===== config.mk =====
export PLATFORM = sky130hd
export DESIGN_NAME = operating_mode_power_controller
export DESIGN_NICKNAME = d
export VERILOG_FILES = /design/src/ompc_pkg.sv /design/src/ompc_sync.sv /design/src/operating_mode_power_controller.sv
export SDC_FILE = /design/constraint.sdc
export NUM_CORES = 1
export LEC_CHECK = 0
export ABC_AREA = 0
export BUFFER_PORTS_ARGS = -buffer_cell sky130_fd_sc_hd__buf_4
export CAP_MARGIN = 25
export CORE_MARGIN = 1
export CORE_UTILIZATION = 48
export DETAILED_ROUTE_END_ITERATION = 8
export HOLD_SLACK_MARGIN = 0.06
export PLACE_DENSITY = 0.83
export SYNTH_ARGS = -nofsm -noshare
export SYNTH_HDL_FRONTEND = slang
export SYNTH_SLANG_ARGS = --single-unit

===== constraint.sdc =====
create_clock -name clock -period 3.7 [get_ports clock]
set_input_delay 1.11 -clock clock [delete_from_list [all_inputs] [get_ports clock]]
set_output_delay 1.11 -clock clock [all_outputs]
set_load 0.02 [all_outputs]

===== src/ompc_pkg.sv =====
// shared constants and types for the operating mode power controller
package ompc_pkg;
    // functionality level encodings
    localparam logic [2:0] OMPC_FUN_MIN      = 3'h0;
    localparam logic [2:0] OMPC_FUN_FULL     = 3'h1;
    localparam logic [2:0] OMPC_FUN_AIRPLANE = 3'h4;
    localparam logic [2:0] OMPC_FUN_RESET    = OMPC_FUN_FULL;
    // synchroniser depth
    localparam int OMPC_SYNC_STAGES = 2;
    // operating states
    typedef enum logic [2:0] {
        OMPC_ST_ACTIVE,
        OMPC_ST_SLEEP,
        OMPC_ST_SAVING,
        OMPC_ST_OFF
    } ompc_state_t;
endpackage


===== src/ompc_sync.sv =====
// two-flop synchroniser for one asynchronous level
module ompc_sync #(
    parameter logic RESET_VALUE = 1'b0
) (
    input  wire logic clock,
    input  wire logic reset,
    input  wire logic asyncIn,
    output logic      syncOut
);
    // ---------------------------------------------------------------
    // two stages
    // ---------------------------------------------------------------
    typedef struct packed {
        logic meta;
        logic stable;
    } ompc_sync_t;

    ompc_sync_t state_q;
    ompc_sync_t state_d;

    // first stage feeds only the second
    always_comb begin
        state_d        = state_q;
        state_d.meta   = asyncIn;
        state_d.stable = state_q.meta;
    end

    always_ff @(posedge clock or posedge reset) begin
        if (reset) begin
            state_q <= '{meta: RESET_VALUE, stable: RESET_VALUE};
        end else begin
            state_q <= state_d;
        end
    end

    assign syncOut = state_q.stable;
endmodule


===== src/operating_mode_power_controller.sv =====
// operating mode power controller: functionality levels, sleep, saving state
// Operation
// - low airplane request with pin control enabled forces airplane mode, RF off.
// - undriven airplane request is seen high, inactive.
// - pin control of airplane mode is off after reset until configured.
// - functionality level accepts only 0, 1 and 4.
// - level 0 disables SIM interface and RF, supply stays on.
// - functionality level is 1 after reset.
// - in airplane mode, RF dependent commands are rejected.
// - level changes never touch the positioning receiver enable.
// - rising edge on wake trigger leaves deep saving state.
// - low power key wakes device from deep saving state.
// - periodic update timer expiry wakes from deep saving state.
// - saving state keeps registration; host requests are deferred.
// - deep saving state usable only once network allocated active time.
// - without idle reception parameters, regular discontinuous reception is used.
// - extended idle reception needs enable value 1 and network support.
// - sleep entered only with sleep enable set and terminal-ready high.
// - terminal-ready low makes the device leave sleep.
// - pending unsolicited report drives the ring indicator to wake host.
// - host-sleep sense monitored with selectable active polarity.
// - during sleep, paging, messages and packet data reception stay on.
// - in power off, software is halted and serial interfaces are closed.
// - wake trigger responds to rising edges; undriven it reads low.
module operating_mode_power_controller
    import ompc_pkg::*;
(
    input  wire logic       clock,
    input  wire logic       reset,
    // host pins, asynchronous
    input  wire logic       airplaneRequest_n,
    input  wire logic       psmWakeTrigger,
    input  wire logic       powerKey_n,
    input  wire logic       terminalReady,
    input  wire logic       hostSleepSense,
    // command side, same clock
    input  wire logic       funLevelWrite,
    input  wire logic [2:0] funLevelValue,
    input  wire logic       airplanePinCtrlWrite,
    input  wire logic       airplanePinCtrlValue,
    input  wire logic       sleepEnableWrite,
    input  wire logic       sleepEnableValue,
    input  wire logic       savingEnableWrite,
    input  wire logic       savingEnableValue,
    input  wire logic       idleRxEnableWrite,
    input  wire logic       idleRxEnableValue,
    input  wire logic       sleepSensePolWrite,
    input  wire logic       sleepSensePolValue,
    input  wire logic       rfCommandRequest,
    // network and software side, same clock
    input  wire logic       activeTimeAllocated,
    input  wire logic       idleRxParamsReceived,
    input  wire logic       savingEntryRequest,
    input  wire logic       periodicUpdateExpired,
    input  wire logic       powerOffRequest,
    input  wire logic       powerOnRequest,
    input  wire logic       unsolicitedReportPending,
    input  wire logic       gnssEnableIn,
    // outputs
    output logic            rfEnable,
    output logic            simEnable,
    output logic            gnssEnable,
    output logic            softwareActive,
    output logic            serialAccessible,
    output logic            networkReceiveOn,
    output logic            hostRequestReady,
    output logic            attachActiveTimeRequest,
    output logic            extendedIdleReception,
    output logic            regularDrx,
    output logic            hostRingIndicator,
    output logic            hostAsleep,
    output logic            rfCommandAccept,
    output logic            rfCommandReject,
    output logic            funLevelReject,
    output logic [2:0]      funLevel,
    output logic            airplaneActive,
    output logic [2:0]      opState
);
    // ---------------------------------------------------------------
    // pin synchronisers
    // ---------------------------------------------------------------
    logic airplaneSync_n;
    logic wakeTrigSync;
    logic powerKeySync_n;
    logic termReadySync;
    logic hostSenseSync;

    // reset values mirror the pin pulls so nothing fires on release
    // sense has no pull of its own, so low is taken as its idle level
    ompc_sync #(.RESET_VALUE(1'b1)) uAirplane (
        .clock   (clock),
        .reset   (reset),
        .asyncIn (airplaneRequest_n),
        .syncOut (airplaneSync_n)
    );
    ompc_sync #(.RESET_VALUE(1'b0)) uWakeTrig (
        .clock   (clock),
        .reset   (reset),
        .asyncIn (psmWakeTrigger),
        .syncOut (wakeTrigSync)
    );
    ompc_sync #(.RESET_VALUE(1'b1)) uPowerKey (
        .clock   (clock),
        .reset   (reset),
        .asyncIn (powerKey_n),
        .syncOut (powerKeySync_n)
    );
    ompc_sync #(.RESET_VALUE(1'b0)) uTermReady (
        .clock   (clock),
        .reset   (reset),
        .asyncIn (terminalReady),
        .syncOut (termReadySync)
    );
    ompc_sync #(.RESET_VALUE(1'b0)) uHostSense (
        .clock   (clock),
        .reset   (reset),
        .asyncIn (hostSleepSense),
        .syncOut (hostSenseSync)
    );

    // ---------------------------------------------------------------
    // state record
    // ---------------------------------------------------------------
    // one record, so the whole controller registers in one place and
    // reset covers every bit of it
    typedef struct packed {
        ompc_state_t mode;
        logic [2:0]  level;
        logic        pinCtrl;
        logic        sleepEn;
        logic        savingEn;
        logic        idleRxEn;
        logic        sensePol;
        logic        activeTime;
        logic        idleRxOk;
        logic        wakePrev;
        logic        rfAccept;
        logic        rfReject;
        logic        levelReject;
        logic        ring;
    } ompc_ctrl_t;

    ompc_ctrl_t ctrl_q;
    ompc_ctrl_t ctrl_d;

    logic levelLegal;
    logic pinAirplane;
    logic rfAllowed;
    logic wakeEdge;
    logic savingWake;

    // ---------------------------------------------------------------
    // next state
    // ---------------------------------------------------------------
    always_comb begin
        // hold everything unless a command or event below moves it
        ctrl_d      = ctrl_q;
        levelLegal  = (funLevelValue == OMPC_FUN_MIN) ||
                      (funLevelValue == OMPC_FUN_FULL) ||
                      (funLevelValue == OMPC_FUN_AIRPLANE);
        pinAirplane = ctrl_q.pinCtrl && !airplaneSync_n;
        rfAllowed   = (ctrl_q.level == OMPC_FUN_FULL) && !pinAirplane;
        wakeEdge    = wakeTrigSync && !ctrl_q.wakePrev;
        savingWake  = wakeEdge || !powerKeySync_n || periodicUpdateExpired;

        // the edge is taken after the synchroniser, so a slow or bouncing
        // pin edge still gives one clean wake request per rise
        ctrl_d.wakePrev    = wakeTrigSync;
        ctrl_d.rfAccept    = 1'b0;
        ctrl_d.rfReject    = 1'b0;
        ctrl_d.levelReject = 1'b0;

        // configuration commands, taken only in active; ignored in sleep, saving and power off
        // a write outside active is dropped, not queued; the host retries
        if (ctrl_q.mode == OMPC_ST_ACTIVE) begin
            if (funLevelWrite) begin
                if (levelLegal) begin
                    ctrl_d.level = funLevelValue;
                end else begin
                    ctrl_d.levelReject = 1'b1;
                end
            end
            if (airplanePinCtrlWrite) begin
                ctrl_d.pinCtrl = airplanePinCtrlValue;
            end
            if (sleepEnableWrite) begin
                ctrl_d.sleepEn = sleepEnableValue;
            end
            if (savingEnableWrite) begin
                ctrl_d.savingEn = savingEnableValue;
            end
            if (idleRxEnableWrite) begin
                ctrl_d.idleRxEn = idleRxEnableValue;
            end
            if (sleepSensePolWrite) begin
                ctrl_d.sensePol = sleepSensePolValue;
            end
            // refusal is a pulse, so a retried command is answered again
            // airplane or minimum level refuses radio work
            if (rfCommandRequest) begin
                ctrl_d.rfAccept = rfAllowed;
                ctrl_d.rfReject = !rfAllowed;
            end
        end

        // network negotiation results, registered from the inputs every cycle
        ctrl_d.activeTime = activeTimeAllocated;
        ctrl_d.idleRxOk   = idleRxParamsReceived;

        // ring follows pending reports while software runs
        // limitation: a report raised in power off rings the host only after power on, if still pending
        ctrl_d.ring = unsolicitedReportPending &&
                      (ctrl_q.mode != OMPC_ST_OFF);

        // ---------------------------------------------------------------
        // operating mode
        // ---------------------------------------------------------------
        // power off outranks every other request in active and sleep; saving is only taken
        // once the network granted active time, otherwise the device
        // could not be reached again before the next periodic update
        // sleep leaves as soon as terminal-ready drops or sleep is disabled
        case (ctrl_q.mode)
            OMPC_ST_ACTIVE: begin
                if (powerOffRequest) begin
                    ctrl_d.mode = OMPC_ST_OFF;
                end else if (savingEntryRequest && ctrl_q.savingEn &&
                             ctrl_q.activeTime) begin
                    ctrl_d.mode = OMPC_ST_SAVING;
                end else if (ctrl_q.sleepEn && termReadySync) begin
                    ctrl_d.mode = OMPC_ST_SLEEP;
                end
            end
            OMPC_ST_SLEEP: begin
                if (powerOffRequest) begin
                    ctrl_d.mode = OMPC_ST_OFF;
                end else if (!termReadySync || !ctrl_q.sleepEn) begin
                    ctrl_d.mode = OMPC_ST_ACTIVE;
                end
            end
            OMPC_ST_SAVING: begin
                if (savingWake) begin
                    ctrl_d.mode = OMPC_ST_ACTIVE;
                end
            end
            OMPC_ST_OFF: begin
                if (powerOnRequest) begin
                    ctrl_d.mode = OMPC_ST_ACTIVE;
                end
            end
            default: begin
                ctrl_d.mode = OMPC_ST_ACTIVE;
            end
        endcase
    end

    // ---------------------------------------------------------------
    // register
    // ---------------------------------------------------------------
    // reset brings full level, active mode and every option cleared,
    // so pin control of airplane mode waits for an explicit enable
    always_ff @(posedge clock or posedge reset) begin
        if (reset) begin
            ctrl_q <= '{mode:        OMPC_ST_ACTIVE,
                        level:       OMPC_FUN_RESET,
                        pinCtrl:     1'b0,
                        sleepEn:     1'b0,
                        savingEn:    1'b0,
                        idleRxEn:    1'b0,
                        sensePol:    1'b0,
                        activeTime:  1'b0,
                        idleRxOk:    1'b0,
                        wakePrev:    1'b0,
                        rfAccept:    1'b0,
                        rfReject:    1'b0,
                        levelReject: 1'b0,
                        ring:        1'b0};
        end else begin
            ctrl_q <= ctrl_d;
        end
    end

    // ---------------------------------------------------------------
    // shared output terms
    // ---------------------------------------------------------------
    logic running;
    logic radioUp;

    // saving and off stop the radio; sleep keeps network reception
    // the synced pin is used directly, so the radio drops as soon as
    // the request has crossed the synchroniser, with no extra register
    assign running  = (ctrl_q.mode == OMPC_ST_ACTIVE) || (ctrl_q.mode == OMPC_ST_SLEEP);
    assign radioUp  = running && (ctrl_q.level == OMPC_FUN_FULL) &&
                      !(ctrl_q.pinCtrl && !airplaneSync_n);

    // ---------------------------------------------------------------
    // supply domain enables
    // ---------------------------------------------------------------
    // positioning follows its own enable and only power off cuts it
    assign rfEnable         = radioUp;
    assign simEnable        = running && (ctrl_q.level != OMPC_FUN_MIN);
    assign gnssEnable       = gnssEnableIn && (ctrl_q.mode != OMPC_ST_OFF);
    assign softwareActive   = ctrl_q.mode != OMPC_ST_OFF;
    assign serialAccessible = running;

    // ---------------------------------------------------------------
    // reception mode and host readiness
    // ---------------------------------------------------------------
    // extended idle needs the host enable, the network grant and a live
    // radio; with the radio up, anything short of that falls back to the regular cycle
    assign networkReceiveOn = radioUp;
    assign hostRequestReady = ctrl_q.mode == OMPC_ST_ACTIVE;
    assign attachActiveTimeRequest = ctrl_q.savingEn;
    assign extendedIdleReception = ctrl_q.idleRxEn && ctrl_q.idleRxOk && radioUp;
    assign regularDrx       = radioUp && !extendedIdleReception;

    // ---------------------------------------------------------------
    // host handshake
    // ---------------------------------------------------------------
    // ring is registered, so it cannot glitch while reports settle
    assign hostRingIndicator = ctrl_q.ring;
    assign hostAsleep       = hostSenseSync == ctrl_q.sensePol;

    // ---------------------------------------------------------------
    // command answers and status
    // ---------------------------------------------------------------
    // answers are one-cycle pulses, one per strobe taken in active
    assign rfCommandAccept  = ctrl_q.rfAccept;
    assign rfCommandReject  = ctrl_q.rfReject;
    assign funLevelReject   = ctrl_q.levelReject;
    assign funLevel         = ctrl_q.level;
    assign airplaneActive   = (ctrl_q.level == OMPC_FUN_AIRPLANE) ||
                              (ctrl_q.pinCtrl && !airplaneSync_n);
    assign opState          = ctrl_q.mode;
endmodule


==> impl_metrics.tcl <==
set metrics [dict create \
    status "completed" \
    synthXorXnorAreaFrac_pct 0.8083 \
    clockRootBuffer "clkbuf_4" \
    post_drt_wl_per_cell_um 12.18 \
    startpoint_type "flop" \
    pin_count 52 \
    drive_above_1_share_pct 52.31 \
    synth_top_family_by_area "simple AND/OR/NAND/NOR gates" \
    final.min_clock_period_ps 2606 \
    maxSlewHeadroom_pct 38.74 \
    endpoint_kind "output pin" \
    syn_area_per_cell_um2 12.90 \
    switching_share_pct 37.26 \
    synth_cells 84 \
    rsz0062_at_grt "no" \
    crit_arrival_ps 1500 \
    ys_types 25 \
    stdcell_count 157 \
    synth_mux_area_share_pct 9.700 \
    final_max_slew_viol_count 0 \
    cp.required_ps 2590 \
    p_leak_nw 0.7394 \
    synth_compound_area_share_pct 3.002 \
    yosys_warnings 0 \
    wl_mm 1.912 \
    largest_reg_flops 7 \
    synth_fa_ha_area_share_pct 0 \
    place_congestion 0.6677 \
    firstDrtPassIters 6 \
    yosys.area_share.simple_pct 16.28 \
    grt_pass1_vias 787 \
    diodes 0 \
    dr_total_vias 753 \
    top_register "ctrl_q" \
    grt_pass1_wl_mm 3.091 \
    cts_max_path_buffers 2 \
    maxCapViolations 0 \
    seqPwrFrac_pct 42.4 \
    path_class "flop to output pin" \
    grtUsageTotal_pct 17.08 \
    powerDensity_nw_per_um2 707.3 \
    grt_overflow 0 \
    p_switching_uw 383.5 \
    p_comb_share_pct 46.5 \
    crit_end "regularDrx" \
    fin_nets 161 \
    fin_worst_skew_ps 2.662 \
    intPower_uw 645.7 \
    critPathLaunch "uAirplane.syncOut" \
    io_buffers 50 \
    path_clk_slew_ps 120 \
    synth_area_leaders "dfrtp_1, dfstp_2, mux2_4" \
    rrSetupSlack_ps 2310 \
    area_delta_synth_final_pct 34.30 \
    cts_setup_buffers 0 \
    post-route-drc-count 0 \
    dieArea_um2 2451 \
    timing.fmax_mhz 383.7 \
    grt_max_degree 28 \
    fp.coreArea_um2 2042 \
    power.total_mw 1.029 \
    cts-resized-gates 0 \
    numClockSinks 27 \
    clock_latency_ps 300 \
    antenna_left 0 \
    drt-initial-drc-count 4 \
    synth.largest_area_cell "dfrtp_1" \
    hold_viol 0 \
    dp_hpwl_mm 1.505 \
    syn_area_um2 1084 \
    cts_made_buffers 3 \
    crit_fanout 5 \
    yosysSeqAreaShare_pct 62.93 \
    setup_viol 0 \
    dp.cells 153 \
    cts_tree "yes" \
    r2r-start "opState[1]" \
    fin_crit_sh_pct 70.43 \
    r2r_end "funLevel[2]" \
    synth_top_area_share_pct 50.81 \
    vdd_drop_max_v 0.0006125 \
    p_clk_share_pct 11.1 \
    rows 16 \
    ctsHoldBuffers 0 \
    mostFrequentLayoutCells "buf_4, dfrtp_1, nand2_1" \
    vias_per_cell 4.796 \
    syn_nets 114 \
    antenna_found_initial 0 \
    worst_pin_slew_ps 917.9 \
    ys_seq_elements 27 \
    start_util_pct 53.06 \
    finalSetupTns_ps 0 \
    final_common_cell "buf_4" \
    die_h_um 49.51 \
    hp-class "flop to flop" \
    dieWidth_um 49.51 \
    final_util_pct 71.26 \
    holdWs_ps 364.9 \
    htreeDepth 1 \
    r2r_cells 3 \
]
## cells by family (layout without fill, tap and decap cells)
family                    after synthesis  count (layout)
AOI/OAI and AO/OA                       5               5
xor gates and xnor gates                1               1
buffers and inverters                  11              57
DFF                                    27              27
muxes                                   7               7
other                                   1               1
and+or+nand+nor                        32              32
## power groups by stage
stage	registers (mW)	logic (mW)	clock network [mW]
global route	0.448	0.512	0.133
finish	0.436	0.479	0.115
CTS	0.436	0.484	0.122
global placement	0.437	0.474	0
detailed placement	0.443	0.481	0
floorplan	0.432	0.338	0
## worst min-delay path by stage
stage                          start            endpoint  cells after the start
2_1_floorplan  uHostSense.state_d[0]  uHostSense.syncOut                      0
3_3_place_gp   uHostSense.state_d[0]  uHostSense.syncOut                      0
3_5_place_dp    uWakeTrig.state_d[0]   uWakeTrig.syncOut                      0
4_1_cts         uAirplane.state_d[0]   uAirplane.syncOut                      0
5_1_grt         uWakeTrig.state_d[0]   uWakeTrig.syncOut                      0
6_report        uAirplane.state_d[0]   uAirplane.syncOut                      0
## critical path, stage by stage (launching register included)
cell and delay, ps:
dfstp_2 530, nand2b_1 110, nand3_1 150, nor3b_1 230, buf_4 180
## layout make-up
type	instances	area [um^2]
clock buffer	4	26.28
fill	159	586.8
inverter	3	11.26
multi-input combinational	46	326.6
sequential	27	681.9
tap	27	33.78
timing repair buffer	50	375.4
## per-layer routing
| metal | track usage [%] | part of all wire [%] | vias up |
|---|---|---|---|
| li1 | - | - | 359 |
| met1 | 18.56 | 40 | 358 |
| met2 | 31.96 | 53 | 34 |
| met3 | 3.395 | 6.4 | 2 |
| met4 | 7.143 | 0.52 | 0 |
| met5 | 0 | 0 | - |
## per-stage QoR
step | setup slack [ps] | cell area (um^2)
2_1_floorplan | 1270 | 1084
3_3_place_gp | 1102 | 1429
3_5_place_dp | 1096 | 1429
4_1_cts | 1086 | 1455
5_1_grt | 947.2 | 1455
6_report | 1094 | 1455
## cell usage after synthesis, drive strengths merged
library cell  number
nor3b              1
and2               3
buf                8
nand2             11
nor2b              2
dfstp              5
conb               1
nand3              2
inv                3
a21oi              2
nand2b             1
nor3               2
o21ai              1
o32a               1
xnor2              1
mux2               7
nor4b              1
dfrtp             22
and4b              1
o21a               1
nor2               8
Note: power is estimated with default switching activity, not from simulation.
